[src/shared/sccr_consts.svh]
// constants of the serial port control block: register indices, field positions, reset values
// assumes a 12-bit byte address, registers one aligned word each at four times their index
`ifndef SCCR_CONSTS_SVH
`define SCCR_CONSTS_SVH

// ==========================================================
// register indices (byte address = index * 4)
`define SCCR_IDX_CFG    8'hA1
`define SCCR_IDX_CKR    8'hA2
`define SCCR_IDX_DAT    8'hA3
`define SCCR_IDX_CTL    8'hF8
`define SCCR_IDX_SET    8'hF9
`define SCCR_IDX_CLR    8'hFA
`define SCCR_IDX_ISTAT  8'hFC
`define SCCR_IDX_ICLR   8'hFD
`define SCCR_IDX_IEN    8'hFE

// ==========================================================
// field positions
`define SCCR_B_MASTER_ENABLE    6
`define SCCR_B_BUSY     7
`define SCCR_B_RXBMT    0
`define SCCR_B_SMODE_HI 3
`define SCCR_B_SMODE_LO 2

// ==========================================================
// reset values and codes
`define SCCR_RST_SMODE  2'h1
`define SCCR_RST_TXE    1'h1
`define SCCR_RST_CKR    8'h00
`define SCCR_MODE_3W    2'h0
`define SCCR_MODE_4W    2'h1
`define SCCR_LAST_BIT   3'h7
`define SCCR_RESP_OKAY  2'h0
`define SCCR_RESP_SLV   2'h2
`define SCCR_PIN_INIT   4'h1

`endif

[src/shared/sccr_pkg.sv]
// types shared by the serial port control block
// assumes nothing beyond a SystemVerilog compiler
package sccr_pkg;
    // transfer sequencer states
    typedef enum logic [1:0] {SCCR_IDLE, SCCR_MXFER, SCCR_SXFER} sccr_state_e;
    // the four event flags, in control register order
    typedef struct packed {
        logic done;
        logic write_collision_flag;
        logic mode_fault_flag;
        logic ovr;
    } sccr_flags_s;
    // pin inputs that cross into the system clock
    typedef struct packed {
        logic sck;
        logic mosi;
        logic miso;
        logic chip_select_n;
    } sccr_pins_s;
endpackage

[src/hw/sccr_sck_gen.sv]
// serial clock generator: half period of div+1 system clocks while run is high
// assumes run is held for the whole master transfer
`timescale 1ns/100ps
module sccr_sck_gen #(
    parameter int DW = 8
) (
    input  wire logic          clk,
    input  wire logic          rst_n,
    input  wire logic          ce,
    input  wire logic          run,
    input  wire logic [DW-1:0] div,
    output logic               tick,
    output logic               sck
);
    logic [DW-1:0] cnt;     // cycles in current half period
    logic [DW:0]   gap;     // check helper: cycles since last tick
    logic          gap_ok;  // check helper: a previous tick exists

    // toggle point of the serial clock
    assign tick = run & (cnt == div);

    // ==========================================================
    // divider counter; idle level low outside a transfer
    always_ff @(posedge clk or negedge rst_n) begin
        if (!rst_n) begin
            cnt <= '0;
            sck <= 1'h0;
        end else if (ce) begin
            if (!run) begin
                cnt <= '0;
                sck <= 1'h0;
            end else if (tick) begin
                cnt <= '0;
                sck <= ~sck;
            end else begin
                cnt <= cnt + 1'h1;
            end
        end
    end

    // ==========================================================
    // checks
    always_ff @(posedge clk or negedge rst_n) begin
        if (!rst_n) begin
            gap    <= '0;
            gap_ok <= 1'h0;
        end else if (ce) begin
            gap    <= tick ? (DW+1)'(1) : gap + 1'h1;
            gap_ok <= run & (gap_ok | tick);
        end
    end
endmodule

[src/hw/sccr_sync3.sv]
// three-stage synchroniser with agreement filter for pin inputs
// assumes the inputs are asynchronous to clk
`timescale 1ns/100ps
module sccr_sync3 #(
    parameter int           W    = 4,
    parameter logic [W-1:0] INIT = '0
) (
    input  wire logic         clk,
    input  wire logic         rst_n,
    input  wire logic         ce,
    input  wire logic [W-1:0] d,
    output logic      [W-1:0] q
);
    logic [W-1:0] ff1; // metastability stage, read by ff2 only
    logic [W-1:0] ff2; // second stage
    logic [W-1:0] ff3; // third stage

    // ==========================================================
    // per-bit pipeline; output follows once stages two and three agree
    genvar i;
    generate
        for (i = 0; i < W; i++) begin : g_bit
            always_ff @(posedge clk or negedge rst_n) begin
                if (!rst_n) begin
                    ff1[i] <= INIT[i];
                    ff2[i] <= INIT[i];
                    ff3[i] <= INIT[i];
                    q[i]   <= INIT[i];
                end else if (ce) begin
                    ff1[i] <= d[i];
                    ff2[i] <= ff1[i];
                    ff3[i] <= ff2[i];
                    if (ff2[i] == ff3[i]) begin
                        q[i] <= ff3[i];
                    end
                end
            end
        end
    endgenerate
endmodule

[src/hw/sccr_top.sv]
// serial port control, status and bit rate logic behind an AXI4-Lite register slave
// assumes one system clock CLK_SYS, pins sampled through three-stage synchronisers
// Functional notes
// - set done flag at every byte end
// - data write with buffer full sets collision, discarded
// - low select, master, mode 01 sets fault
// - slave overrun when unread byte completes again
// - flags interrupt, cleared only by software
// - mode 00: three-wire, select pin unused
// - mode 01: four-wire, select is input
// - mode 1x: select output equals low bit
// - data write clears buffer empty
// - move into shifter sets buffer empty
// - bit clock is clock over 2(div+1)
// - control bits set or cleared singly
// - data write loads, starts master; read returns
// - master enable selects master or slave
//
// Chosen here: register access over AXI4-Lite.
`timescale 1ns/100ps
`include "sccr_consts.svh"
module sccr_top (
    input  wire logic        CLK_SYS,
    input  wire logic        RST_N,
    input  wire logic        CE,
    input  wire logic [11:0] S_AXI_AWADDR,
    input  wire logic        S_AXI_AWVALID,
    output logic             S_AXI_AWREADY,
    input  wire logic [31:0] S_AXI_WDATA,
    input  wire logic [3:0]  S_AXI_WSTRB,
    input  wire logic        S_AXI_WVALID,
    output logic             S_AXI_WREADY,
    output logic [1:0]       S_AXI_BRESP,
    output logic             S_AXI_BVALID,
    input  wire logic        S_AXI_BREADY,
    input  wire logic [11:0] S_AXI_ARADDR,
    input  wire logic        S_AXI_ARVALID,
    output logic             S_AXI_ARREADY,
    output logic [31:0]      S_AXI_RDATA,
    output logic [1:0]       S_AXI_RRESP,
    output logic             S_AXI_RVALID,
    input  wire logic        S_AXI_RREADY,
    input  wire logic        SCK_I,
    output logic             SCK_O,
    output logic             SCK_OE_N,
    input  wire logic        MOSI_I,
    output logic             MOSI_O,
    output logic             MOSI_OE_N,
    input  wire logic        MISO_I,
    output logic             MISO_O,
    output logic             MISO_OE_N,
    input  wire logic        NSS_I,
    output logic             NSS_O,
    output logic             NSS_OE_N,
    output logic             IRQ
);
    // ==========================================================
    // reset release
    logic [1:0] rst_pipe; // release stages
    logic       rst_n;    // synchronised reset
    always_ff @(posedge CLK_SYS or negedge RST_N) begin
        if (!RST_N) begin
            rst_pipe <= 2'h0;
        end else begin
            rst_pipe <= {rst_pipe[0], 1'h1};
        end
    end
    assign rst_n = rst_pipe[1];

    // ==========================================================
    // pin synchronisers
    sccr_pkg::sccr_pins_s pin_raw; // raw pin levels
    sccr_pkg::sccr_pins_s pin_s;   // filtered pin levels
    assign pin_raw = '{sck: SCK_I, mosi: MOSI_I, miso: MISO_I, chip_select_n: NSS_I};
    sccr_sync3 #(.W(4), .INIT(`SCCR_PIN_INIT)) u_sync (
        .clk   (CLK_SYS),
        .rst_n (rst_n),
        .ce    (CE),
        .d     (pin_raw),
        .q     (pin_s)
    );

    // ==========================================================
    // state
    sccr_pkg::sccr_flags_s flags;      // event flags
    sccr_pkg::sccr_state_e state;      // sequencer state
    sccr_pkg::sccr_state_e next_state; // sequencer next state
    logic [1:0] smode;     // select mode
    logic       txe;       // transmit buffer empty
    logic       en;        // port enable
    logic       master_enable;     // master enable
    logic [7:0] ckr;       // clock rate divider
    logic [7:0] txbuf;     // transmit buffer
    logic [7:0] rxbuf;     // receive buffer
    logic [7:0] shift;     // shift register
    logic       rx_full;   // receive buffer unread
    logic       in_bit;    // bit sampled at the rising edge
    logic       sck_d;     // previous synchronised clock
    logic [2:0] bitcnt;    // bits completed
    logic [3:0] irq_stat;  // sticky interrupt status
    logic [3:0] irq_en;    // interrupt enables
    logic       tick;      // serial clock toggle point
    logic       sck_lvl;   // generated serial clock

    // ==========================================================
    // register bus slave
    logic        aw_have;  // write address held
    logic        w_have;   // write data held
    logic [11:0] awaddr_q; // held write address
    logic [7:0]  wdata_q;  // held low write lane
    logic        wstrb_q;  // low lane strobe

    // byte address of a register index
    function automatic logic hit(input logic [11:0] a, input logic [7:0] idx);
        return a == {2'h0, idx, 2'h0};
    endfunction

    wire wr_fire = aw_have & w_have & ~S_AXI_BVALID & CE;
    wire wr_ok   = wr_fire & wstrb_q;
    wire w_cfg   = wr_ok & hit(awaddr_q, `SCCR_IDX_CFG);
    wire w_ckr   = wr_ok & hit(awaddr_q, `SCCR_IDX_CKR);
    wire w_dat   = wr_ok & hit(awaddr_q, `SCCR_IDX_DAT);
    wire w_ctl   = wr_ok & hit(awaddr_q, `SCCR_IDX_CTL);
    wire w_set   = wr_ok & hit(awaddr_q, `SCCR_IDX_SET);
    wire w_clr   = wr_ok & hit(awaddr_q, `SCCR_IDX_CLR);
    wire w_iclr  = wr_ok & hit(awaddr_q, `SCCR_IDX_ICLR);
    wire w_ien   = wr_ok & hit(awaddr_q, `SCCR_IDX_IEN);
    wire wr_map  = hit(awaddr_q, `SCCR_IDX_CFG) | hit(awaddr_q, `SCCR_IDX_CKR) | hit(awaddr_q, `SCCR_IDX_DAT)
                 | hit(awaddr_q, `SCCR_IDX_CTL) | hit(awaddr_q, `SCCR_IDX_SET) | hit(awaddr_q, `SCCR_IDX_CLR)
                 | hit(awaddr_q, `SCCR_IDX_ISTAT) | hit(awaddr_q, `SCCR_IDX_ICLR) | hit(awaddr_q, `SCCR_IDX_IEN);

    assign S_AXI_AWREADY = CE & ~aw_have;
    assign S_AXI_WREADY  = CE & ~w_have;
    assign S_AXI_ARREADY = CE & ~S_AXI_RVALID;

    // read decode
    wire       rd_fire = S_AXI_ARVALID & S_AXI_ARREADY;
    wire [7:0] ctrl_now = {flags, smode, txe, en};
    wire [7:0] cfg_now  = {state != sccr_pkg::SCCR_IDLE, master_enable, 5'h00, ~rx_full | master_enable};
    wire       r_ctl = hit(S_AXI_ARADDR, `SCCR_IDX_CTL);
    wire       r_ckr = hit(S_AXI_ARADDR, `SCCR_IDX_CKR);
    wire       r_dat = hit(S_AXI_ARADDR, `SCCR_IDX_DAT);
    wire       r_cfg = hit(S_AXI_ARADDR, `SCCR_IDX_CFG);
    wire       r_ist = hit(S_AXI_ARADDR, `SCCR_IDX_ISTAT);
    wire       r_ien = hit(S_AXI_ARADDR, `SCCR_IDX_IEN);
    wire       r_wo  = hit(S_AXI_ARADDR, `SCCR_IDX_SET) | hit(S_AXI_ARADDR, `SCCR_IDX_CLR)
                     | hit(S_AXI_ARADDR, `SCCR_IDX_ICLR);
    wire       rd_map = r_ctl | r_ckr | r_dat | r_cfg | r_ist | r_ien | r_wo;
    wire [7:0] rd_val = r_ctl ? ctrl_now : r_ckr ? ckr : r_dat ? rxbuf : r_cfg ? cfg_now
                      : r_ist ? {4'h0, irq_stat} : r_ien ? {4'h0, irq_en} : 8'h00;
    wire       dat_rd = rd_fire & r_dat;

    // address and data are taken in either order; response after both
    always_ff @(posedge CLK_SYS or negedge rst_n) begin
        if (!rst_n) begin
            aw_have      <= 1'h0;
            w_have       <= 1'h0;
            awaddr_q     <= 12'h000;
            wdata_q      <= 8'h00;
            wstrb_q      <= 1'h0;
            S_AXI_BVALID <= 1'h0;
            S_AXI_BRESP  <= `SCCR_RESP_OKAY;
        end else if (CE) begin
            if (S_AXI_AWVALID & S_AXI_AWREADY) begin
                aw_have  <= 1'h1;
                awaddr_q <= S_AXI_AWADDR;
            end
            if (S_AXI_WVALID & S_AXI_WREADY) begin
                w_have  <= 1'h1;
                wdata_q <= S_AXI_WDATA[7:0];
                wstrb_q <= S_AXI_WSTRB[0];
            end
            if (wr_fire) begin
                aw_have      <= 1'h0;
                w_have       <= 1'h0;
                S_AXI_BVALID <= 1'h1;
                S_AXI_BRESP  <= wr_map ? `SCCR_RESP_OKAY : `SCCR_RESP_SLV;
            end else if (S_AXI_BREADY) begin
                S_AXI_BVALID <= 1'h0;
            end
        end
    end

    // read answer one cycle after the address is taken
    always_ff @(posedge CLK_SYS or negedge rst_n) begin
        if (!rst_n) begin
            S_AXI_RVALID <= 1'h0;
            S_AXI_RDATA  <= 32'h0000_0000;
            S_AXI_RRESP  <= `SCCR_RESP_OKAY;
        end else if (CE) begin
            if (rd_fire) begin
                S_AXI_RVALID <= 1'h1;
                S_AXI_RDATA  <= {24'h00_0000, rd_val};
                S_AXI_RRESP  <= rd_map ? `SCCR_RESP_OKAY : `SCCR_RESP_SLV;
            end else if (S_AXI_RREADY) begin
                S_AXI_RVALID <= 1'h0;
            end
        end
    end

    // ==========================================================
    // events and sequencing terms
    wire slave_sel  = (smode == `SCCR_MODE_3W) | ((smode == `SCCR_MODE_4W) & ~pin_s.chip_select_n);
    wire ev_mode_fault_flag    = ~pin_s.chip_select_n & master_enable & (smode == `SCCR_MODE_4W);
    wire ev_write_collision_flag    = w_dat & ~txe;
    wire in_idle    = state == sccr_pkg::SCCR_IDLE;
    wire in_m       = state == sccr_pkg::SCCR_MXFER;
    wire in_s       = state == sccr_pkg::SCCR_SXFER;
    wire master_go  = en & master_enable & ~txe & in_idle & ~ev_mode_fault_flag;
    wire slave_go   = en & ~master_enable & slave_sel & in_idle;
    wire load       = master_go | (slave_go & ~txe);
    wire bit_rise   = (in_m & tick & ~sck_lvl) | (in_s & pin_s.sck & ~sck_d);
    wire bit_fall   = (in_m & tick & sck_lvl) | (in_s & ~pin_s.sck & sck_d);
    wire ev_done    = bit_fall & (bitcnt == `SCCR_LAST_BIT);
    wire ev_ovr     = ev_done & in_s & rx_full;
    wire abort      = ~en | (in_m & (ev_mode_fault_flag | ~master_enable)) | (in_s & (master_enable | ~slave_sel));
    wire [3:0] ev   = {ev_done, ev_write_collision_flag, ev_mode_fault_flag, ev_ovr};
    wire [7:0] shifted = {shift[6:0], in_bit};

    // software view of the control register: whole write, set alias or clear alias
    wire [7:0] ctrl_sw = w_ctl ? wdata_q : w_set ? (ctrl_now | wdata_q)
                       : w_clr ? (ctrl_now & ~wdata_q) : ctrl_now;

    // ==========================================================
    // control register, configuration and interrupt registers
    always_ff @(posedge CLK_SYS or negedge rst_n) begin
        if (!rst_n) begin
            flags    <= '0;
            smode    <= `SCCR_RST_SMODE;
            en       <= 1'h0;
            master_enable    <= 1'h0;
            ckr      <= `SCCR_RST_CKR;
            irq_stat <= 4'h0;
            irq_en   <= 4'h0;
        end else if (CE) begin
            flags <= ctrl_sw[7:4] | ev;
            smode <= ctrl_sw[`SCCR_B_SMODE_HI:`SCCR_B_SMODE_LO];
            en    <= ctrl_sw[0];
            if (w_cfg) begin
                master_enable <= wdata_q[`SCCR_B_MASTER_ENABLE];
            end
            if (w_ckr) begin
                ckr <= wdata_q;
            end
            if (w_ien) begin
                irq_en <= wdata_q[3:0];
            end
            irq_stat <= (irq_stat & ~(w_iclr ? wdata_q[3:0] : 4'h0)) | ev;
        end
    end
    assign IRQ = |(irq_stat & irq_en);

    // ==========================================================
    // transmit buffer
    always_ff @(posedge CLK_SYS or negedge rst_n) begin
        if (!rst_n) begin
            txe   <= `SCCR_RST_TXE;
            txbuf <= 8'h00;
        end else if (CE) begin
            if (load) begin
                txe <= 1'h1;
            end else if (w_dat & txe) begin
                txe   <= 1'h0;
                txbuf <= wdata_q;
            end
        end
    end

    // ==========================================================
    // sequencer
    always_comb begin
        next_state = state;
        unique case (state)
            sccr_pkg::SCCR_IDLE: begin
                if (master_go) begin
                    next_state = sccr_pkg::SCCR_MXFER;
                end else if (slave_go) begin
                    next_state = sccr_pkg::SCCR_SXFER;
                end
            end
            sccr_pkg::SCCR_MXFER, sccr_pkg::SCCR_SXFER: begin
                if (abort | ev_done) begin
                    next_state = sccr_pkg::SCCR_IDLE;
                end
            end
        endcase
    end

    // shift datapath: sample on rising edge, shift on falling edge
    always_ff @(posedge CLK_SYS or negedge rst_n) begin
        if (!rst_n) begin
            state   <= sccr_pkg::SCCR_IDLE;
            shift   <= 8'h00;
            bitcnt  <= 3'h0;
            in_bit  <= 1'h0;
            sck_d   <= 1'h0;
            rxbuf   <= 8'h00;
            rx_full <= 1'h0;
        end else if (CE) begin
            state <= next_state;
            sck_d <= pin_s.sck;
            if (master_go | slave_go) begin
                shift  <= txe ? 8'h00 : txbuf;
                bitcnt <= 3'h0;
            end
            if (bit_rise) begin
                in_bit <= master_enable ? pin_s.miso : pin_s.mosi;
            end
            if (bit_fall) begin
                shift  <= shifted;
                bitcnt <= bitcnt + 3'h1;
            end
            if (dat_rd) begin
                rx_full <= 1'h0;
            end
            if (ev_done) begin
                rx_full <= 1'h1;
                if (!rx_full) begin
                    rxbuf <= shifted; // overrun keeps the unread byte
                end
            end
        end
    end

    // bit clock generator
    sccr_sck_gen #(.DW(8)) u_sck (
        .clk   (CLK_SYS),
        .rst_n (rst_n),
        .ce    (CE),
        .run   (in_m),
        .div   (ckr),
        .tick  (tick),
        .sck   (sck_lvl)
    );

    // ==========================================================
    // pin drive (enables active low)
    assign SCK_O     = sck_lvl;
    assign SCK_OE_N  = ~(en & master_enable);
    assign MOSI_O    = shift[7];
    assign MOSI_OE_N = ~(en & master_enable);
    assign MISO_O    = shift[7];
    assign MISO_OE_N = ~in_s;
    assign NSS_O     = smode[0];
    assign NSS_OE_N  = ~smode[1];
endmodule

[config.mk]
export PLATFORM = sky130hd
export DESIGN_NAME = sccr_top
export DESIGN_NICKNAME = d
export VERILOG_FILES = /design/src/shared/sccr_pkg.sv /design/src/hw/sccr_sck_gen.sv /design/src/hw/sccr_sync3.sv /design/src/hw/sccr_top.sv
export VERILOG_INCLUDE_DIRS = /design/src /design/src/shared
export SDC_FILE = /design/constraint.sdc
export NUM_CORES = 1
export LEC_CHECK = 0
export BUFFER_PORTS_ARGS = -buffer_cell sky130_fd_sc_hd__buf_2
export CAP_MARGIN = 5
export CORE_AREA = 2 2 103 154
export DETAILED_ROUTE_END_ITERATION = 10
export DIE_AREA = 0 0 105 156
export PLACE_DENSITY_LB_ADDON = 0.12
export SLEW_MARGIN = 30
export SYNTH_ARGS = -nofsm -noshare
export SYNTH_HDL_FRONTEND = slang
export SYNTH_SLANG_ARGS = --single-unit
[constraint.sdc]
create_clock -name CLK_SYS -period 6.8 [get_ports CLK_SYS]
set_input_delay 0.34 -clock CLK_SYS [delete_from_list [all_inputs] [get_ports CLK_SYS]]
set_output_delay 0.34 -clock CLK_SYS [all_outputs]
set_load 0.01 [all_outputs]
* Yosys cells after proc, flatten, opt, wreduce, memory -nomap -nowiden *
Cells that the tools add are included.

storage, ports and cells
  bits in writable memories = 0
  flip-flop bits (word level) = 121
  logic and storage cells = 253
  memories kept = 0
  latch bits = 0
  output and inout bits = 50
  ROM bits = 0
  input bits = 72

cells by class
  eq/ne operators = 30
  order comparisons = 0
  muxes and demuxes = 38
  shifts and indexed selects = 0
  reduce and logical (&&, ||, !) cells = 37
  add/sub/neg operators = 2
  multipliers = 0
  bitwise gates (word level) = 98
  div/mod/pow operators = 0

operators with widths
  cell                    count
  $eq A12 B10 Y1 const B  18
  $mux W8                 12
  $and A1 B1 Y1           45
  $reduce_and A2 Y1       21
  $or A1 B1 Y1            27
  $not A1 Y1              18
  $reduce_bool A2 Y1      8
  $mux W1                 15
  $mux W4                 3
  $mux W2                 5
  $reduce_and A3 Y1       3
  $add A8 B1 Y8 const B   1
  $and A4 B4 Y4           2
  $and A8 B8 Y8           1
  $eq A8 B8 Y1            1
  $not A8 Y8              1
  $or A4 B4 Y4            2
  $or A8 B8 Y8            1
  $mux W3                 2
  $eq A1 B1 Y1            4
  $eq A2 B1 Y1 const B    2
  $logic_not A2 Y1        2
  $ne A2 B2 Y1 const B    2
  $not A4 Y4              1
  other kinds (8)         8

* Logic depth before layout (Yosys ltp) *
Gate-level depths: netlist of the first run.

  word-level depth = 10
  mapped depth = 8
  mapped depth without buffers = 7

* By module *
Synthesis of the first run repeated with hierarchy kept, for this count alone.

unflattened totals
  cells, all modules = 547
  area total of the unflattened synthesis = 5935.7 um^2

modules (own cells, without submodules)
  module        instances  cells each  area an instance (um^2)
  sccr_top      1          441         4735.8
  sccr_sync3    1          50          641.9
  sccr_sck_gen  1          56          558.0

* Worst setup path after synthesis of the first run *
Ideal clock, no wire load.

  path type = reg-to-reg
  start point = register awaddr_q[0]
  end point = register txbuf[0]
  cell stages (with the launch flop) = 8
  library setup time = 0.128 ns
  data required time = 6.672 ns
  slack = 4.424 ns
  clock period less this slack = 2.376 ns
  arrival = 2.249 ns
  cell sequence = dfrtp_1 > or4b_1 > or4b_1 > buf_4 > nor2_1 > and4_1 > buf_4 > mux2_1

on the way
  longest elaborated chain between the ends = 4

RTL lines
  what                         RTL line         source
  start, declared              sccr_top.sv:109  logic [11:0] awaddr_q;
  start signal, assigned       sccr_top.sv:158  awaddr_q <= 12'h000;
  start signal, assigned       sccr_top.sv:166  awaddr_q <= S_AXI_AWADDR;
  $eq A12 B10 Y1               sccr_top.sv:115  return a == {2'h0, idx, 2'h0};
  $and A1 B1 Y1                sccr_top.sv:122  wire w_dat = wr_ok & hit(awaddr_q, `SCCR_IDX_DAT);
  $and A1 B1 Y1                sccr_top.sv:262  end else if (w_dat & txe) begin
  $reduce_and A3 Y1 (no line)  -
  end signal, assigned         sccr_top.sv:264  txbuf <= wdata_q;
  end, declared                sccr_top.sv:93   logic [7:0] txbuf;

Every way passes these cells.
A chain may end at the register's enable or synchronous reset.

* Worst setup path after layout of the first run *
  start point = register awaddr_q[0]
  end point = register txbuf[5]

Same word-level chain as after synthesis.

==> results of run 1 <==
-- metal layers --
metal / global-route usage (%) / routed length, um
met1: 20.0 / 5720
met5: 0 / 0
met2: 30.8 / 7220
met4: 9.27 / 493
met3: 4.22 / 443
-- state kept, by name, summed over array words and instances (netlist names), 2 cells and up --
signal and flops:
u_sync.ff1 4, awaddr_q 12, shift 8, smode 2, u_sync.q 4, ctrl_now 4
S_AXI_RDATA 8, ckr 8, txbuf 8, wdata_q 8, irq_en 4, u_sync.ff3 4
u_sck.cnt 8, irq_stat 4, rxbuf 8, bitcnt 3, rst_pipe 2, u_sync.ff2 4
state 2
-- worst min-delay path by stage --
stage                          from  cells after the start          end  slack [ns]
floorplan                     RST_N                      0  rst_pipe[0]        0.04
global placement              RST_N                      1  rst_pipe[0]        0.12
detailed placement            RST_N                      1  rst_pipe[0]        0.13
CTS                 S_AXI_AWADDR[8]                      2  awaddr_q[8]        0.12
global route        S_AXI_AWADDR[6]                      2  awaddr_q[6]        0.13
finish              S_AXI_AWADDR[8]                      2  awaddr_q[8]        0.14
-- cell families after synthesis --
kind of cell               count (synthesis)  share of synthesized area, %
and+or+nand+nor                          139                          12.9
muxes                                     85                          16.1
buffers and inverters                     71                          6.44
AOI/OAI and AO/OA                         95                          10.7
other                                      2                         0.127
DFF                                      119                          50.7
adders and majority gates                  6                          1.27
xor gates and xnor gates                  12                          1.78
-- layout by cell type (no fill, tap or decap), drive strengths merged, types with 3 or more instances in the layout --
cell / n
clkbuf: 18
a21o: 5
o21ai: 31
buf: 70
a21boi: 3
nand2: 43
nor3: 5
o22ai: 5
conb: 27
dfrtp: 113
a22o: 3
xnor2: 10
o2bb2ai: 8
ha: 6
nand3: 13
o311ai: 4
a21oi: 17
mux2i: 7
nor2b: 12
clkinv: 6
nor3b: 3
dfstp: 6
bufinv: 5
nor2: 23
inv: 25
mux2: 78
nor4: 10
nand4: 10
and3: 3
nand2b: 4
-- through the flow --
step	hold WS, ns	utilization, %	worst slack (ns)	power [mW]
4_1_cts	0.125	46.5	3.98	2.39
6_report	0.137	46.5	4.02	2.36
3_3_place_gp	0.125	42.0	3.71	1.36
5_1_grt	0.127	46.5	3.89	2.49
2_1_floorplan	0.0444	-	3.25	1.23
3_5_place_dp	0.127	42.0	3.69	1.38
-- final cells by class --
type	count	area, um^2
Tap cell	199	249
Fill cell	1436	8030
Sequential cell	119	2990
Multi-Input combinational cell	364	2620
Timing Repair Buffer	71	365
Clock inverter	14	223
Inverter	24	90.1
Clock buffer	18	439
-- power breakdown --
part | internal, mW | switching [mW]
Clock | 0.663 | 0.335
Sequential | 0.848 | 0.162
Combinational | 0.166 | 0.189
-- worst reg2reg max path, cell delays in order, from the launching register on --
cell	delay [ns]
dfrtp_1	0.37
or4b_1	0.54
or4b_1	0.67
nor2_1	0.20
and4_1	0.51
mux2_1	0.37
==> metrics.yaml, run 1 <==
min_path:
  hold_class: "primary input to flop"
timing:
  hold_violations: 0
  clock_skew_ns: 0.0133
  fin_setup_tns_ns: 0
  setup-violations-final: 0
  max_clock_freq_ghz: 0.359
  min_period_ns: 2.78
  rsz0062_at_grt: "false"
  period_share_pct: 40.9
  slew_headroom_pct: 42.5
  drv_slew: 0
  worstMarginPinSlew_ns: 0.863
detailed_routing:
  post_drt_wl_per_cell_um: 17.2
  first_iter_violations: 173
  drc: 0
  drt_pre_antenna_iters: 4
  drtAntennaViolNets: 0
  wirelength_um: 13900
  vias: 4157
  vias_per_cell: 5.14
synthesis:
  ys_seq_elements: 119
  synth-async-reset-ratio_pct: 100
  ys_seq_area_share_pct: 50.7
  yosys-top-cells-count: "113 x dfrtp_1, 43 x mux2_2, 43 x nand2_1, 35 x mux2_1, 30 x buf_4"
  synthCells: 529
  yosysMostFrequentCell: "dfrtp_1"
  syn-cell-area_um2: 5890
  synth_top_area_cell: "dfrtp_1"
  yosysWarnings: 0
  synth_edf_count: 0
  ys_types: 57
  ys_top_cells_by_area: "dfrtp_1 48%, mux2_2 8.2%, mux2_1 6.7%, buf_4 3.8%, nand2_1 2.7%"
  synth_ff_type: "dfrtp_1"
  yosysTopAreaCellShare_pct: 48.0
  avgSynthCellArea_um2: 11.1
critical_path:
  r2r-start: "awaddr_q[0]"
  max_stage_delay_ns: 0.67
  crit_path_start_kind: "flop"
  reg2reg_to: "txbuf[5]"
  path_common_cell: "or4b_1"
  crit_chain: "or4b_1 > or4b_1 > nor2_1 > and4_1 > mux2_1"
  crit_slowest_cell: "or4b_1"
  critical_path.startpoint: "awaddr_q[0]"
  crit_family: "simple AND/OR/NAND/NOR gates"
  crit_type: "flop to flop"
  cp.depth: 5
  rrSetupSlack_ns: 4.02
  required_ns: 7.09
  crit_fanout: 9
  reg2reg_depth: 5
  path_buf_inv: 0
  crit_end: "txbuf[5]"
  arrival_ns: 3.07
  end_kind: "flop"
floorplanning:
  die_x_um: 105
  core_um2: 15000
  initial_utilization_pct: 39.3
  fp-row-count: 55
  io_pins: 122
  dieArea_um2: 16400
  die_height_um: 156
clock_network:
  cts.sinks: 119
  clockBufferDepth: 2
  postCtsSetupRepairBufs: 0
  cts.repair.resized: 0
  cts_tree: "done"
  root_buffer: "clkbuf_16"
  cts_made_buffers: 17
  insertion_delay_ns: 0.42
  ctsHtreeMaxLevel: 4
  cts-hold-fix-buffers: 1
  path_clk_slew_ns: 0.06
run:
  maxCapViolations: 0
final_layout:
  area_delta_synth_final_pct: 18.4
  postLayoutCellArea_um2: 6980
  diodes: 0
  final_cells: 809
  finalNetCount: 675
  drive_above_1_share_pct: 26.4
pwr:
  irDropWorstVdd_mv: 0.207
  power_density_nw_per_um2: 339
  leakage_nw: 3.28
placement:
  dpl_cell_area_um2: 6300
  placed_cells: 776
  dp_hpwl_um: 10200
  portBuffers: 68
  gp_congestion: 0.856
grt:
  grt_pass1_wl_um: 22100
  grt_pass1_vias: 4159
  gr-total-overflow: 0
  grt_use_total_pct: 17.7
  antenna_found_initial: 0
  grt_max_degree: 66
run_status:
  run_status: "finished clean"
Power figures use the tool's default switching activity.
==> run 2, diff against run 1 <==
clock period = 2.4 ns   (was 6.8 ns; I/O delays follow)
==> metrics.yaml, run 2 (synthesized netlist as in run 1, its figures left out) <==
critical_path:
  crit_type: "flop to flop"  # unchanged
  arrival_ns: 2.68  # was 3.07 ns
  required_ns: 2.68  # was 7.09 ns
  crit_slowest_cell: "or4b_4"  # was or4b_1
  crit_family: "simple AND/OR/NAND/NOR gates"  # unchanged
  crit_path_start_kind: "flop"  # unchanged
  path_buf_inv: 2  # was 0
  crit_chain: "or4b_4 > or4b_4 > buf_6 > nor4_4 > buf_4 > o21ai_2 > a221o_1"  # was or4b_1 > or4b_1 > nor2_1 > and4_1 > mux2_1
  path_common_cell: "or4b_4"  # was or4b_1
  crit_fanout: 6  # was 9
  end_kind: "flop"  # unchanged
  max_stage_delay_ns: 0.54  # was 0.67 ns
timing:
  rsz0062_at_grt: "true"  # was false
  clock_skew_ns: 0.0252  # was 0.0133 ns
  min_period_ns: 2.40  # was 2.78 ns
  drv_slew: 0  # unchanged
  max_clock_freq_ghz: 0.416  # was 0.359 GHz
  worstMarginPinSlew_ns: 0.561  # was 0.863 ns
  hold_violations: 0  # unchanged
  slew_headroom_pct: 62.5  # was 42.5%
  period_share_pct: 100  # was 40.9%
  setup-violations-final: 1  # was 0
  layout_setup_ws_ns: -0.00102  # was 4.02 ns
grt:
  grt_pass1_wl_um: 23300  # was 22,100 um
  antenna_found_initial: 0  # unchanged
  grt_pass1_vias: 4441  # was 4,159
  grt_use_total_pct: 18.5  # was 17.7%
  grt_max_degree: 78  # was 66
  gr-total-overflow: 0  # unchanged
final_layout:
  largest_reg_flops: 12  # unchanged
  area_delta_synth_final_pct: 27.7  # was 18.4%
  diodes: 0  # unchanged
  final_common_cell: "dfrtp_1"  # unchanged
  final_cells: 866  # was 809
  final_cell_mix: "112 x dfrtp_1, 68 x buf_2, 43 x mux2_2"  # was 112 x dfrtp_1, 68 x buf_2, 43 x nand2_1, 43 x mux2_2, 35 x mux2_1
  drive_above_1_share_pct: 28.5  # was 26.4%
  largest-register: "awaddr_q"  # unchanged
  finalNetCount: 732  # was 675
pwr:
  switching_share_pct: 28.9  # was 29.0%
  power_density_nw_per_um2: 885  # was 339 nW/um^2
  power_frac_comb_pct: 16.7  # was 15.0%
  intPower_mw: 4.73  # was 1.68 mW
  leakage_nw: 3.56  # was 3.28 nW
  irDropWorstVdd_mv: 0.561  # was 0.207 mV
  seqPwrFrac_pct: 43.0  # was 42.7%
  power_switching_mw: 1.92  # was 0.686 mW
  clkPwrFrac_pct: 40.4  # was 42.2%
floorplanning:
  io_pins: 122  # unchanged
  initial_utilization_pct: 39.3  # unchanged
  die_height_um: 156  # unchanged
  dieArea_um2: 16400  # unchanged
  core_um2: 15000  # unchanged
  fp-row-count: 55  # unchanged
  die_x_um: 105  # unchanged
detailed_routing:
  vias_per_cell: 5.05  # was 5.14
  drc: 0  # unchanged
  vias: 4372  # was 4,157
  wirelength_um: 14300  # was 13,900 um
  first_iter_violations: 161  # was 173
  post_drt_wl_per_cell_um: 16.5  # was 17.2 um
  drt_pre_antenna_iters: 6  # was 4
  drtAntennaViolNets: 0  # unchanged
run:
  maxCapViolations: 0  # unchanged
clock_network:
  cts_tree: "done"  # unchanged
  path_clk_slew_ns: 0.05  # was 0.06 ns
  insertion_delay_ns: 0.42  # about the same
  root_buffer: "clkbuf_16"  # unchanged
  cts.sinks: 119  # unchanged
  cts_made_buffers: 17  # unchanged
  ctsHtreeMaxLevel: 4  # unchanged
  clockBufferDepth: 2  # unchanged
placement:
  dp_hpwl_um: 10600  # was 10,200 um
  place_ws_ns: -0.0498  # was 3.69 ns
  portBuffers: 68  # unchanged
  gp_congestion: 0.812  # was 0.856
  placed_cells: 804  # was 776
run_status:
  failed_checks: "negative setup slack"
  run_status: "finished with violations"  # was finished clean
min_path:
  hold_class: "primary input to asynchronous set/reset pin"  # was primary input to flop
[run 2: changes by cell type in the layout (fill, tap and decap cells not counted), moves of 2 or more]
cell           delta
or4b_4            +2
or4b_1            -2
buf_12            +6
clkinv_4          -2
clkbuf_1          +4
buf_4            +23
dlygate4sd3_1    +27
[run 2: power by group through the flow]
stage | logic (mW) | clock network, mW | registers (mW)
final | 1.11 | 2.69 | 2.86
after floorplan | 0.761 | 0 | 2.73
after global routing | 1.25 | 2.84 | 2.92
after global placement | 1.03 | 0 | 2.88
after detailed placement | 1.08 | 0 | 2.90
after CTS | 1.13 | 2.74 | 2.87
[run 2: path summary, 6_finish.rpt]
path,cells past startpoint,startpoint,slack [ns],endpoint
min,2,RST_N,0.01,rst_pipe[1]
max in group asynchronous,1,rst_pipe[1],1.31,smode[0]
max,7,awaddr_q[0],-0.001,ctrl_now[7]
min reg2reg,0,rst_pipe[1],0.28,u_sync.ff1[2]
min in group CLK_SYS,4,CE,0.17,S_AXI_BVALID
max reg2reg,7,awaddr_q[0],-0.001,ctrl_now[7]
[run 2: routing by layer]
layer  global-route usage (%)  vias to the layer above  part of all wire [%]
li1                         -                     2092                     -
met1                     21.0                     2174                    40
met3                     3.68                       16                   2.6
met4                     7.30                        0                   1.9
met2                     33.7                       90                    55
met5                        0                        -                     0
[run 2: final cells by class]
type / instances / area [um^2]
sequential: 119 / 2990
fill: 1417 / 7480
multi-input combinational: 364 / 2630
tap: 199 / 249
clock buffer: 22 / 454
clock inverter: 10 / 170
timing repair buffer: 128 / 940
inverter: 24 / 90.1
[run 2: metrics by stage]
stage / hold WS (ns) / util [%] / power, mW / TNS (ns) / area [um^2]
CTS: 0.00786 / 50.1 / 6.74 / 0 / 7510
global route: 0.0232 / 50.1 / 7.01 / -0.836 / 7520
detailed placement: -0.0917 / 43.9 / 3.98 / -0.110 / 6590
floorplan: -0.176 / - / 3.49 / 0 / 5990
global placement: -0.0945 / 43.9 / 3.91 / -0.0166 / 6590
finish: 0.0142 / 50.1 / 6.65 / -0.00102 / 7520
[run 2: repair_timing]
| item | in CTS | in global routing |
|---|---|---|
| setup buffers | 1 | 1 |
| hold buffers | 28 | 0 |
| endpoints found under the setup margin | 9 | 20 |
| endpoints found under the hold margin | 29 | 0 |
| cloned | 0 | 0 |
| gates resized for setup | 3 | 1 |
| pin swaps | 0 | 2 |
==> run 3, diff against run 2 <==
GPL_TIMING_DRIVEN = 0   (was unset)
==> metrics.yaml, run 3 (synthesized netlist as in run 1, its figures left out) <==
run_status:
  run_status: "finished with violations"  # unchanged
  failed_checks: "negative setup slack"  # unchanged
placement:
  place_ws_ns: -0.311  # was -0.0498 ns
  dp_hpwl_um: 11100  # was 10,600 um
  gp_congestion: 0.901  # was 0.812
  portBuffers: 67  # was 68
  placed_cells: 822  # was 804
floorplanning:
  initial_utilization_pct: 39.3  # unchanged
  dieArea_um2: 16400  # unchanged
  die_height_um: 156  # unchanged
  io_pins: 122  # unchanged
  die_x_um: 105  # unchanged
  core_um2: 15000  # unchanged
  fp-row-count: 55  # unchanged
final_layout:
  final_cells: 898  # was 866
  fillers: 1389  # was 1,417
  multi_input_area_um2: 2720  # was 2630 um^2
  drive_above_1_share_pct: 32.9  # was 28.5%
  final_cell_mix: "112 x dfrtp_1, 68 x buf_2, 43 x mux2_2"  # unchanged
  area_delta_synth_final_pct: 32.9  # was 27.7%
  register_area_um2: 2990  # unchanged
  final_common_cell: "dfrtp_1"  # unchanged
  diodes: 0  # unchanged
  finalNetCount: 764  # was 732
  largest_reg_flops: 12  # unchanged
  largest-register: "awaddr_q"  # unchanged
detailed_routing:
  routed-wl-met2_um: 8140  # was 7900 um
  drc: 0  # unchanged
  post_drt_wl_per_cell_um: 16.9  # was 16.5 um
  drt-met1-wl_um: 5990  # was 5750 um
  wirelength_um: 15200  # was 14,300 um
  drtAntennaViolNets: 0  # unchanged
  wl_met3_um: 590  # was 376 um
  first_iter_violations: 202  # was 161
  top_layer_used: "met4"  # unchanged
  drt_pre_antenna_iters: 4  # was 6
  vias_per_cell: 5.09  # was 5.05
  vias: 4568  # was 4,372
timing:
  layout_setup_ws_ns: -0.0878  # was -0.00102 ns
  drv_slew: 0  # unchanged
  slew_headroom_pct: 47.6  # was 62.5%
  period_share_pct: 104  # was 100%
  rsz0062_at_grt: "true"  # unchanged
  max_clock_freq_ghz: 0.402  # was 0.416 GHz
  min_period_ns: 2.49  # was 2.40 ns
  hold_violations: 0  # unchanged
  clock_skew_ns: 0.00644  # was 0.0252 ns
  setup-violations-final: 16  # was 1
  worstMarginPinSlew_ns: 0.787  # was 0.561 ns
critical_path:
  arrival_ns: 2.78  # was 2.68 ns
  crit_path_start_kind: "flop"  # unchanged
  end_kind: "flop"  # unchanged
  required_ns: 2.69  # was 2.68 ns
  crit_type: "flop to flop"  # unchanged
  crit_fanout: 5  # was 6
clock_network:
  ctsHtreeMaxLevel: 4  # unchanged
  cts_made_buffers: 17  # unchanged
  cts_tree: "done"  # unchanged
  path_clk_slew_ns: 0.06  # was 0.05 ns
  cts.sinks: 119  # unchanged
  root_buffer: "clkbuf_16"  # unchanged
  insertion_delay_ns: 0.41  # was 0.42 ns
  clockBufferDepth: 2  # unchanged
min_path:
  hold_class: "primary input to asynchronous set/reset pin"  # unchanged
pwr:
  power_density_nw_per_um2: 881  # was 885 nW/um^2
  leakage_nw: 3.70  # was 3.56 nW
  irDropWorstVdd_mv: 0.508  # was 0.561 mV
grt:
  grt_max_degree: 44  # was 78
  gr-total-overflow: 0  # unchanged
  grt_use_total_pct: 19.0  # was 18.5%
  antenna_found_initial: 0  # unchanged
  grt_pass1_wl_um: 23800  # was 23,300 um
  grt_pass1_vias: 4567  # was 4,441
run:
  maxCapViolations: 0  # unchanged
## run 3: worst paths after layout
kind,start,endpoint,slack [ns],cells after the start
min in group CLK_SYS,S_AXI_AWVALID,awaddr_q[0],0.13,3
max in group asynchronous,rst_pipe[1],smode[0],1.45,1
min,RST_N,rst_pipe[1],0.03,2
max,awaddr_q[0],ctrl_now[6],-0.09,6
max reg2reg,awaddr_q[0],ctrl_now[6],-0.09,6
min reg2reg,rst_pipe[1],awaddr_q[4],0.29,0
## run 3: where the power goes
part | leakage [nW] | internal (mW) | total (mW) | switching, mW
combinational | 1.86 | 0.575 | 1.16 | 0.588
sequential | 1.52 | 2.40 | 2.87 | 0.470
clock | 0.321 | 1.91 | 2.86 | 0.947
total | 3.70 | 4.89 | 6.89 | 2.00
## run 3: final cells by class
type | instances | area share (%)
inverter | 24 | 1.15
timing repair buffer | 114 | 10.4
clock inverter | 13 | 2.78
buffer | 46 | 3.73
multi-input combinational | 364 | 34.8
clock buffer | 19 | 5.79
sequential | 119 | 38.2
tap | 199 | 3.18
## run 3: metal layers
metal	vias up	GRT usage [%]
met2	127	34.7
li1	2166	-
met3	31	4.18
met5	-	0
met1	2244	21.1
met4	0	8.19
## run 3: timing repair
action,in CTS,in global routing
hold buffers,28,0
gates cloned,1,0
buffers inserted,8,8
endpoints found under the hold margin,29,0
pin swaps,6,6
endpoints found under the setup margin,50,47
resized for setup,24,12
## run 3: stage by stage
step	power (mW)	hold WS (ns)	TNS (ns)	utilization [%]	cell area [um^2]
after CTS	6.92	0.00927	-1.69	51.5	7730
after global placement	3.89	-0.0951	-37.50	43.8	6570
after global routing	7.22	0.0233	-1.49	52.2	7830
final	6.89	0.0276	-0.421	52.2	7830
after floorplan	3.49	-0.176	0	-	5990
after detailed placement	3.97	-0.0916	-7.43	44.1	6610
## run 3: critical path: stages (launching register included)
cell and delay, ns:
dfrtp_1 0.38, or4b_4 0.54, or4b_4 0.56, nor4_4 0.30, buf_6 0.17, nand3_2 0.07
a221o_1 0.34
